--- config.mk ---
export PLATFORM = sky130hd
export DESIGN_NAME = rce_executor
export DESIGN_NICKNAME = d
export VERILOG_FILES = /design/src/shared/rce_pkg.sv /design/src/core/rce_executor.sv
export SDC_FILE = /design/constraint.sdc
export NUM_CORES = 1
export LEC_CHECK = 0
export CAP_MARGIN = 25
export CORE_ASPECT_RATIO = 1.25
export CORE_MARGIN = 8
export CORE_UTILIZATION = 33
export DETAILED_ROUTE_END_ITERATION = 8
export DONT_BUFFER_PORTS = 1
export GPL_TIMING_DRIVEN = 0
export PLACE_DENSITY_LB_ADDON = 0.2
export SLEW_MARGIN = 40
export SYNTH_ARGS = -nofsm -noshare
export SYNTH_HDL_FRONTEND = slang
export SYNTH_SLANG_ARGS = --single-unit
--- constraint.sdc ---
create_clock -name clock -period 6.7 [get_ports clock]
set_input_delay 1.34 -clock clock [delete_from_list [all_inputs] [get_ports clock]]
set_output_delay 1.34 -clock clock [all_outputs]
set_load 0.01 [all_outputs]
--- src/shared/rce_pkg.sv ---
// Behaviour
// - address 0 to 11 selects a downstream node, 80h selects this converter
// - write commands use the 32-bit setting value, low word first; reads ignore it
// - execution starts when the request flag rises with valid request words
// - command code and address are echoed into the first two response words
// - read commands return the 32-bit result, low half then high half
// - write and maintenance commands echo the setting value as response data
// - response code bit 15 is set on failure, cleared on success
// - internal busy flag stays high throughout command execution
// - done flag rises after proper completion
// - master drops request after completion; device then drops done
// - on error: skip command, clear busy, raise error flag, never done
// - error flag clears when the master drops the request flag
// - last error code kept readable; cleared to 00h after a good command
// - downstream hardware, check character or header error reports 84h
// - downstream timeout or disabled node connection reports 85h
// - undefined command code reports 88h and is refused
// - busy operator tool port reports 89h and refuses the command
// - non-volatile memory operation in progress reports 8Ah and refuses
// - setting data out of range reports 8Ch
// - downstream node returning an error reports 8Dh
package rce_pkg;
  // remote word offsets, same for write and read sides
  localparam logic [3:0] OFS_CODE = 4'hC;
  localparam logic [3:0] OFS_ADDR = 4'hD;
  localparam logic [3:0] OFS_DLOW = 4'hE;
  localparam logic [3:0] OFS_DHIGH = 4'hF;
  localparam int ERR_BIT = 15;
  localparam logic [15:0] ADDR_SELF = 16'h0080;
  localparam logic [15:0] ADDR_MAX = 16'h000B;
  localparam logic [15:0] WORD_RESET = 16'h0000;
  // communication error codes
  localparam logic [7:0] ERR_NONE = 8'h00;
  localparam logic [7:0] ERR_LINK = 8'h84;
  localparam logic [7:0] ERR_TIMEOUT = 8'h85;
  localparam logic [7:0] ERR_UNDEF = 8'h88;
  localparam logic [7:0] ERR_TOOL = 8'h89;
  localparam logic [7:0] ERR_NVM = 8'h8A;
  localparam logic [7:0] ERR_RANGE = 8'h8C;
  localparam logic [7:0] ERR_REMOTE = 8'h8D;

  // command classes from the command decoder
  typedef enum logic [1:0] {
    RCE_CLS_READ = 2'h0,
    RCE_CLS_WRITE = 2'h1,
    RCE_CLS_MAINT = 2'h2,
    RCE_CLS_UNDEF = 2'h3
  } rce_class_t;

  typedef enum logic [2:0] {
    RCE_IDLE = 3'b001,
    RCE_EXEC = 3'b010,
    RCE_HOLD = 3'b100
  } rce_state_t;

  // latched request words
  typedef struct packed {
    logic [15:0] code;
    logic [15:0] addr;
    logic [31:0] value;
  } rce_req_t;

  // completion report from the execution engine
  typedef struct packed {
    logic link_err;
    logic timeout;
    logic remote_err;
    logic range_err;
    logic [31:0] data;
  } rce_result_t;
endpackage : rce_pkg

--- src/core/rce_executor.sv ---
`timescale 1ns/100ps
`default_nettype none
module rce_executor (
  input wire logic clock,
  input wire logic sys_rst,
  input wire logic clk_en,
  // remote write words
  input wire logic [15:0] command_code_word,
  input wire logic [15:0] target_address_word,
  input wire logic [15:0] setting_value_low,
  input wire logic [15:0] setting_value_high,
  input wire logic cmd_request,
  // command decoder and local conditions
  output logic [15:0] exec_code,
  input wire logic [1:0] exec_class,
  input wire logic tool_port_busy,
  input wire logic nvm_busy,
  input wire logic [11:0] node_enabled,
  // execution engine handshake
  output logic exec_start,
  output logic [15:0] exec_addr,
  output logic [31:0] exec_value,
  input wire logic exec_done,
  input wire rce_pkg::rce_result_t exec_result,
  // remote read words and flags
  output logic [15:0] response_code_word,
  output logic [15:0] response_address_word,
  output logic [15:0] response_data_low,
  output logic [15:0] response_data_high,
  output logic internal_busy_flag,
  output logic cmd_done,
  output logic reg_error,
  output logic [7:0] comm_error_code
);
  ////////////////////////////////////////////////////////////////////////////
  // request flag sampling and edge detect
  logic req_d;
  logic req_rise;
  logic req_fall;
  rce_pkg::rce_state_t state;
  rce_pkg::rce_req_t req;
  rce_pkg::rce_class_t cls;
  logic [7:0] pre_err;
  logic [7:0] post_err;

  assign req_rise = cmd_request & ~req_d;
  assign req_fall = ~cmd_request & req_d;
  assign cls = rce_pkg::rce_class_t'(exec_class);

  // address is legal if it names this converter or an enabled node
  function automatic logic addr_ok(input logic [15:0] a, input logic [11:0] en);
    if (a == rce_pkg::ADDR_SELF) begin
      return 1'b1;
    end
    if (a > rce_pkg::ADDR_MAX) begin
      return 1'b0;
    end
    return en[a[3:0]];
  endfunction : addr_ok

  // request flag comes from logic on this clock, no synchroniser needed
  always_ff @(posedge clock) begin
    if (sys_rst) begin
      req_d <= 1'b0;
    end else if (clk_en) begin
      req_d <= cmd_request;
    end
  end

  ////////////////////////////////////////////////////////////////////////////
  // refusal checks made before launching; priority goes to the undefined code, then local blockers
  always_comb begin
    pre_err = rce_pkg::ERR_NONE;
    if (cls == rce_pkg::RCE_CLS_UNDEF) begin
      pre_err = rce_pkg::ERR_UNDEF;
    end else if (tool_port_busy) begin
      pre_err = rce_pkg::ERR_TOOL;
    end else if (nvm_busy) begin
      pre_err = rce_pkg::ERR_NVM;
    end else if (!addr_ok(req.addr, node_enabled)) begin
      pre_err = rce_pkg::ERR_TIMEOUT;
    end
  end

  // errors reported by the engine after running
  always_comb begin
    post_err = rce_pkg::ERR_NONE;
    if (exec_result.link_err) begin
      post_err = rce_pkg::ERR_LINK;
    end else if (exec_result.timeout) begin
      post_err = rce_pkg::ERR_TIMEOUT;
    end else if (exec_result.remote_err) begin
      post_err = rce_pkg::ERR_REMOTE;
    end else if (exec_result.range_err) begin
      post_err = rce_pkg::ERR_RANGE;
    end
  end

  ////////////////////////////////////////////////////////////////////////////
  // latch request words on the rising edge only
  always_ff @(posedge clock) begin
    if (sys_rst) begin
      req <= '0;
    end else if (clk_en && state == rce_pkg::RCE_IDLE && req_rise) begin
      req.code <= command_code_word;
      req.addr <= target_address_word;
      req.value <= {setting_value_high, setting_value_low};
    end
  end

  assign exec_code = req.code;

  ////////////////////////////////////////////////////////////////////////////
  // sequencer: idle, one-cycle check then execute, hold until request drops
  logic checking;
  always_ff @(posedge clock) begin
    if (sys_rst) begin
      state <= rce_pkg::RCE_IDLE;
      checking <= 1'b0;
      exec_start <= 1'b0;
      internal_busy_flag <= 1'b0;
    end else if (clk_en) begin
      exec_start <= 1'b0;
      case (state)
        rce_pkg::RCE_IDLE: begin
          if (req_rise) begin
            state <= rce_pkg::RCE_EXEC;
            checking <= 1'b1;
            internal_busy_flag <= 1'b1;
          end
        end
        rce_pkg::RCE_EXEC: begin
          if (checking) begin
            checking <= 1'b0;
            if (pre_err != rce_pkg::ERR_NONE) begin
              state <= rce_pkg::RCE_HOLD;
              internal_busy_flag <= 1'b0;
            end else begin
              exec_start <= 1'b1;
            end
          end else if (exec_done) begin
            state <= rce_pkg::RCE_HOLD;
            internal_busy_flag <= 1'b0;
          end
        end
        rce_pkg::RCE_HOLD: begin
          if (!cmd_request) begin
            state <= rce_pkg::RCE_IDLE;
          end
        end
        default: begin
          state <= rce_pkg::RCE_IDLE;
          checking <= 1'b0;
          internal_busy_flag <= 1'b0;
        end
      endcase
    end
  end

  // engine sees the latched words, stable for the whole execution
  always_ff @(posedge clock) begin
    if (sys_rst) begin
      exec_addr <= rce_pkg::WORD_RESET;
      exec_value <= '0;
    end else if (clk_en && checking) begin
      exec_addr <= req.addr;
      // maintenance value passed unchanged; master supplies one
      exec_value <= req.value;
    end
  end

  ////////////////////////////////////////////////////////////////////////////
  // completion: response words, flags and error code
  logic fin_ok;
  logic fin_bad;
  logic [31:0] good_data;
  assign fin_bad = (state == rce_pkg::RCE_EXEC) && ((checking && pre_err != rce_pkg::ERR_NONE)
                   || (!checking && exec_done && post_err != rce_pkg::ERR_NONE));
  assign fin_ok = (state == rce_pkg::RCE_EXEC) && !checking && exec_done
                  && post_err == rce_pkg::ERR_NONE;
  assign good_data = (cls == rce_pkg::RCE_CLS_READ) ? exec_result.data : req.value;

  always_ff @(posedge clock) begin
    if (sys_rst) begin
      response_code_word <= rce_pkg::WORD_RESET;
      response_address_word <= rce_pkg::WORD_RESET;
      response_data_low <= rce_pkg::WORD_RESET;
      response_data_high <= rce_pkg::WORD_RESET;
    end else if (clk_en && (fin_ok || fin_bad)) begin
      response_code_word <= req.code;
      response_code_word[rce_pkg::ERR_BIT] <= fin_bad;
      response_address_word <= req.addr;
      // failed command returns zero data
      response_data_low <= fin_ok ? good_data[15:0] : rce_pkg::WORD_RESET;
      response_data_high <= fin_ok ? good_data[31:16] : rce_pkg::WORD_RESET;
    end
  end

  // done and error flags; a drop of the request clears both
  always_ff @(posedge clock) begin
    if (sys_rst) begin
      cmd_done <= 1'b0;
      reg_error <= 1'b0;
    end else if (clk_en) begin
      if (fin_ok) begin
        cmd_done <= 1'b1;
      end else if (req_fall || !cmd_request) begin
        cmd_done <= 1'b0;
      end
      if (fin_bad) begin
        reg_error <= 1'b1;
      end else if (!cmd_request) begin
        reg_error <= 1'b0;
      end
    end
  end

  // last communication error code, read by the monitor path
  always_ff @(posedge clock) begin
    if (sys_rst) begin
      comm_error_code <= rce_pkg::ERR_NONE;
    end else if (clk_en) begin
      if (fin_ok) begin
        comm_error_code <= rce_pkg::ERR_NONE;
      end else if (fin_bad) begin
        comm_error_code <= checking ? pre_err : post_err;
      end
    end
  end
endmodule : rce_executor
`default_nettype wire

==> metrics.yaml, run 1 <==
status: "finished clean"
worstMarginPinSlew_ns: 0.743
grt_pass1_vias: 6534
maxSlewHeadroom_pct: 50.5
drt_iter0_markers: 223
fin_setup_tns_ns: 0
grt_setup_unrepaired: "false"
cts_resized: 0
critPathCaptureType: "register"
place.port_buffers: 0
setup_viol: 0
clock_latency_ns: 0.43
synthToLayoutAreaGrowth_pct: 12.4
yosys.area.top_type: "dfxtp_1"
path_cells: "mux2i_1, a221o_1, a21o_1, a211oi_4, buf_2, o2111ai_1, o31ai_1"
avgRoutedWirePerCell_um: 21.6
synth_edf_count: 0
power_density_nw_per_um2: 268
cts_hold_buf: 0
vias: 6375
vias_per_cell: 5.01
syn-cell-area_um2: 7800
skew_ns: 0.0131
fin_crit_sh_pct: 42.2
cp_slowest_cell: "a211oi_4"
final_nets: 1088
row_count: 63
post_cts_buffers: 0
ir_drop_mv: 0.163
drcViolationCount: 0
root_buffer: "clkbuf_16"
seq_area_frac_synth_pct: 48.7
synth_ff_type: "dfxtp_1"
slowest_delay_ns: 0.50
grt_pass1_wl_mm: 41.3
clkSlewWorstSetupHoldPaths_ns: 0.08
cts_tree: "yes"
pre_cts_slack_ns: 3.38
io_pins: 261
antenna_found_initial: 3
drv_slew: 0
final_cells: 1273
finalHoldViolations: 0
synth_async_sr_flop_share_pct: 0
initial_core_util_pct: 33.2
drive_gt1_share_pct: 10.6
cts_made_buffers: 17
min_period_ns: 2.83
cp.required_ns: 7.04
place_inst: 1240
synth_area_leaders: "dfxtp_1 49%, nand2_1 16%, a21oi_1 9.9%"
place_hpwl_mm: 21.4
die_w_um: 154
yosysWarnings: 0
finalWorstSetupSlack_ns: 3.87
cap_violations: 0
synth_cell_type_count: 47
fmax_ghz: 0.353
grt_use_total_pct: 18.8
wl_mm: 27.5
crit_type: "in -> reg"
core_um2: 23500
die_y_um: 188
postRouteAntennaNets: 0
clock_path_buffers: 2
cts_sinks: 190
fill_cells: 2502
path_max_fanout: 10
grt_max_degree: 20
synth_area_per_cell_um2: 8.25
cp-start-kind: "input pin"
die-area_um2: 28900
gp_congestion: 0.784
arrival_ns: 3.17
first_pass_iters: 5
min_path_type: "reg -> reg"
yosys_register_bits: 190
gr-total-overflow: 0
leakagePower_uw: 0.00310
fin_util_pct: 37.3
cts.htree.levels: 4
power.total_uw: 2350
syn_inst: 946
yosys.area.top_type_share_pct: 48.7
cell type report:
type | count | area, µm² | share of cell area [%]
clock inverters | 14 | 151 | 1.73
inverters | 5 | 18.8 | 0.214
flip-flops and latches | 190 | 3800 | 43.4
plain buffers | 94 | 510 | 5.82
clock buffers | 18 | 439 | 5.01
well taps | 292 | 365 | 4.17
diodes | 1 | 2.50 | 0.0285
multi-input cells | 659 | 3480 | 39.7
logic make-up (layout without fill, tap and decap cells):
| group | count (synthesis) | after routing | share of synthesized area [%] |
|---|---|---|---|
| AOI/OAI and AO/OA | 216 | 216 | 16.0 |
| buffers and inverters | 99 | 131 | 6.78 |
| DFF | 190 | 190 | 48.7 |
| muxes | 68 | 68 | 9.48 |
| other | 1 | 4 | 0.0481 |
| and+or+nand+nor | 372 | 372 | 18.9 |
flip-flops by register name, summed over array words and instances, names as in the netlist:
| register | count |
|---|---|
| checking | 1 |
| cmd_done | 1 |
| comm_error_code | 5 |
| exec_addr | 16 |
| exec_code | 16 |
| exec_start | 1 |
| exec_value | 32 |
| internal_busy_flag | 1 |
| reg_error | 1 |
| req | 48 |
| req_d | 1 |
| response_address_word | 16 |
| response_code_word | 16 |
| response_data_high | 16 |
| response_data_low | 16 |
| state | 3 |
synth_stat cells, drive strengths merged (3+ instances only):
library cell and n:
or3 3, a21oi 156, mux2 34, mux2i 33, nand2 328, nor4 5
inv 5, or2 3, a211oi 3, o211ai 36, nand3 3, nor2 13
clkbuf 54, buf 35, o21ai 6, dfxtp 190, dlygate4sd3 5, nand2b 7
critical path: cells and delay by family:
family	cells	cell delay (ns)
buffers and inverters	1	0.36
AOI/OAI and AO/OA	5	1.40
muxes	1	0.06
placed cells by master (no fill, tap or decap), drive strengths merged, types with 3 or more instances in the layout:
master       instances
dfxtp              190
nor4                 5
nand3                3
a211oi               3
nand2b               7
or3                  3
o211ai              36
conb                 3
buf                 35
nand2              328
a21oi              156
o21ai                6
nor2                13
inv                 12
clkbuf              72
or2                  3
mux2i               33
dlygate4sd3          5
clkinv               5
mux2                34
report_power, final:
group	switching [µW]	internal [µW]	total [µW]
logic	107	57.8	165
registers	21.7	1150	1170
clock network	504	509	1010
total	633	1720	2350
per-stage QoR:
| step | hold WS [ns] | instance area (µm²) |
|---|---|---|
| after global routing | 0.486 | 8770 |
| after global placement | 0.445 | 8180 |
| after detailed placement | 0.452 | 8180 |
| after floorplan | 0.437 | 7810 |
| final | 0.463 | 8770 |
| after CTS | 0.466 | 8770 |
path summary, 6_finish.rpt:
kind                   startpoint                       end  slack, ns  cells past startpoint
setup / recovery  node_enabled[2]  response_address_word[2]       3.87                      7
hold / removal      exec_code[15]             exec_code[15]       0.46                      2
setup reg to reg          req[47]     response_code_word[8]       4.23                      7
hold reg to reg     exec_code[15]             exec_code[15]       0.46                      2
metal layers:
metal / share of wire [%] / routed length, µm / track usage, %
met1: 40 / 10800 / 20.7
met2: 49 / 13400 / 32.2
met3: 11 / 2980 / 9.01
met4: 0.83 / 229 / 4.31
met5: 0.069 / 19 / 0
Power figures use the tool's default switching activity.
==> run 2: changes to the inputs <==
Settings changed: ABC_AREA set to 1.
Clock period 6.7 ns to 2.8 ns, I/O delays scaled along.
==> metrics.yaml, run 2 <==
fill_cells: 2472  # -1.2%
synth_cell_type_count: 32  # -32%
p_int_uw: 4710  # +170%
root_buffer: "clkbuf_16"
arrival_ns: 2.54  # -0.63 ns
cts_tree: "yes"
setup_viol: 0  # unchanged
cp.required_ns: 3.09  # -3.95 ns
post_cts_buffers: 0  # unchanged
yosys_register_bits: 190  # unchanged
postPlaceCellArea_um2: 7920  # -3.2%
place_hpwl_mm: 20.3  # -5.0%
die_y_um: 185  # -1.5%
vias: 6481  # +1.7%
gp_congestion: 0.763  # -2.7%
core_um2: 22700  # -3.2%
ir_drop_mv: 0.412  # +150%
leakagePower_uw: 0.00341  # +10%
registers.top_by_ff_count: "req"
cts_made_buffers: 17  # unchanged
synth_area_per_cell_um2: 7.55  # -8.4%
avgRoutedWirePerCell_um: 19.9  # -7.6%
synth_async_sr_flop_share_pct: 0  # unchanged
critPathCaptureType: "register"
path_max_fanout: 10  # unchanged
p_switching_uw: 1910  # +200%
synth_area_leaders: "dfxtp_1 50%, o21ai_0 11%, nor2_1 10%"
p_seq_share_pct: 46.3  # -3.6 points
status: "finished clean"
synth_edf_count: 0  # unchanged
cts.htree.levels: 4  # unchanged
skew_ns: 0.0133  # +0.000188 ns
syn-cell-area_um2: 7550  # -3.3%
synth_ff_type: "dfxtp_1"
top_regs: "req x48, exec_value x32"
yosys.area.top_type: "dfxtp_1"
synth_common_cells: "207 x nor2_1, 190 x dfxtp_1, 171 x o21ai_0"
clock_path_buffers: 2  # unchanged
worstMarginPinSlew_ns: 0.715  # -0.0281 ns
finalHoldViolations: 0  # unchanged
initial_core_util_pct: 33.2  # about the same
wl_mm: 26.4  # -4.0%
fin_setup_tns_ns: 0  # unchanged
die_w_um: 151  # -1.5%
cts_resized: 0  # unchanged
maxSlewHeadroom_pct: 52.4  # +1.9 points
p_comb_share_pct: 11.8  # +4.8 points
grt_max_degree: 20  # unchanged
min_path_type: "in -> reg"
grt_use_total_pct: 18.6  # -0.18 points
seq_area_frac_synth_pct: 50.4  # +1.6 points
min_period_ns: 2.25
drive_gt1_share_pct: 10.6  # +0.036 points
clock_latency_ns: 0.44  # about the same
antenna_found_initial: 3  # unchanged
place.port_buffers: 0  # unchanged
row_count: 62  # -1.6%
yosys.area.top_type_share_pct: 50.4  # +1.6 points
swShare_pct: 28.8  # +1.9 points
clkPwrFrac_pct: 41.9  # -1.2 points
grt_pass1_vias: 6410  # -1.9%
postRouteAntennaNets: 0  # unchanged
drcViolationCount: 0  # unchanged
io_pins: 261  # unchanged
drt_iter0_markers: 259  # +16%
drv_slew: 0  # unchanged
final_cell_mix: "206 x nor2_1, 190 x dfxtp_1, 171 x o21ai_0"
grt_pass1_wl_mm: 39.2  # -4.9%
stdcell_area_um2: 8590  # -2.0%
clkSlewWorstSetupHoldPaths_ns: 0.08  # about the same
fin_crit_sh_pct: 80.4
power_density_nw_per_um2: 771  # +190%
final_nets: 1141  # +4.9%
cap_violations: 0  # unchanged
yosysMostFrequentCell: "nor2_1"
fmax_ghz: 0.444
grt_setup_unrepaired: "false"
largest_reg_flops: 48  # unchanged
cp-start-kind: "register"
yosysWarnings: 0  # unchanged
vias_per_cell: 4.90  # -2.2%
syn_inst: 999  # +5.6%
crit_type: "reg -> reg"
die-area_um2: 28000  # -3.0%
cts_sinks: 190  # unchanged
first_pass_iters: 5  # unchanged
final_common_cell: "nor2_1"
gr-total-overflow: 0  # unchanged
cts_hold_buf: 0  # unchanged
synthToLayoutAreaGrowth_pct: 13.8
[run 2: logic make-up (layout without fill, tap and decap cells)]
logic type	count (synthesis)	in the layout	share of synthesized area, %
flip-flops	190	190	50.4
multiplexers	10	10	1.49
AO/OA/AOI/OAI	275	275	18.3
buffers and inverters	141	173	8.82
AND/OR/NAND/NOR	382	382	20.9
other	1	5	0.0497
[run 2: routing by layer]
metal | global-route usage, % | routed length, µm | up-vias
met3 | 6.75 | 2400 | 22
met5 | 0 | 13 | -
met1 | 21.4 | 10600 | 2987
met2 | 31.6 | 12900 | 203
met4 | 5.43 | 467 | 2
li1 | - | - | 3267
[run 2: worst paths after layout]
path | startpoint | end | slack [ns] | cells after the start
setup reg to reg | checking | exec_value[0] | 0.55 | 6
hold reg to reg | req[1] | exec_value[1] | 0.48 | 2
hold / removal | command_code_word[14] | exec_code[14] | 0.26 | 2
setup / recovery | checking | exec_value[0] | 0.55 | 6
[run 2: final cells by class]
| type | instances | area, µm² | share of cell area (%) |
|---|---|---|---|
| Multi-Input combinational cell | 670 | 3090 | 35.9 |
| Sequential cell | 190 | 3800 | 44.3 |
| Inverter | 56 | 215 | 2.50 |
| Tap cell | 288 | 360 | 4.19 |
| Antenna cell | 2 | 5.00 | 0.0582 |
| Buffer | 85 | 450 | 5.24 |
| Clock inverter | 15 | 244 | 2.84 |
| Clock buffer | 17 | 425 | 4.95 |
[run 2: power by group through the flow]
stage / Clock (µW) / Sequential, µW / Combinational [µW]
final: 2780 / 3060 / 782
after CTS: 2820 / 3070 / 795
after floorplan: 0 / 3070 / 583
after global placement: 0 / 3130 / 783
after detailed placement: 0 / 3130 / 793
after global routing: 2920 / 3090 / 902
[run 2: stage by stage]
stage | utilization (%) | worst slack [ns] | instances | power, µW | hold slack [ns]
3_3_place_gp | 34.8 | 0.116 | 1289 | 3910 | 0.464
6_report | 37.8 | 0.550 | 1323 | 6620 | 0.259
2_1_floorplan | - | 0.993 | 1001 | 3660 | 0.445
3_5_place_dp | 34.8 | 0.122 | 1289 | 3920 | 0.469
4_1_cts | 37.8 | 0.498 | 1321 | 6690 | 0.244
5_1_grt | 37.8 | 0.363 | 1322 | 6920 | 0.243
[run 2: critical path, cell delays in order, from the launching register on]
cell	delay, ns
dfxtp_1	0.31
buf_2	0.20
nand2_1	0.20
inv_1	0.18
clkbuf_1	0.43
clkbuf_1	0.61
a21oi_1	0.16
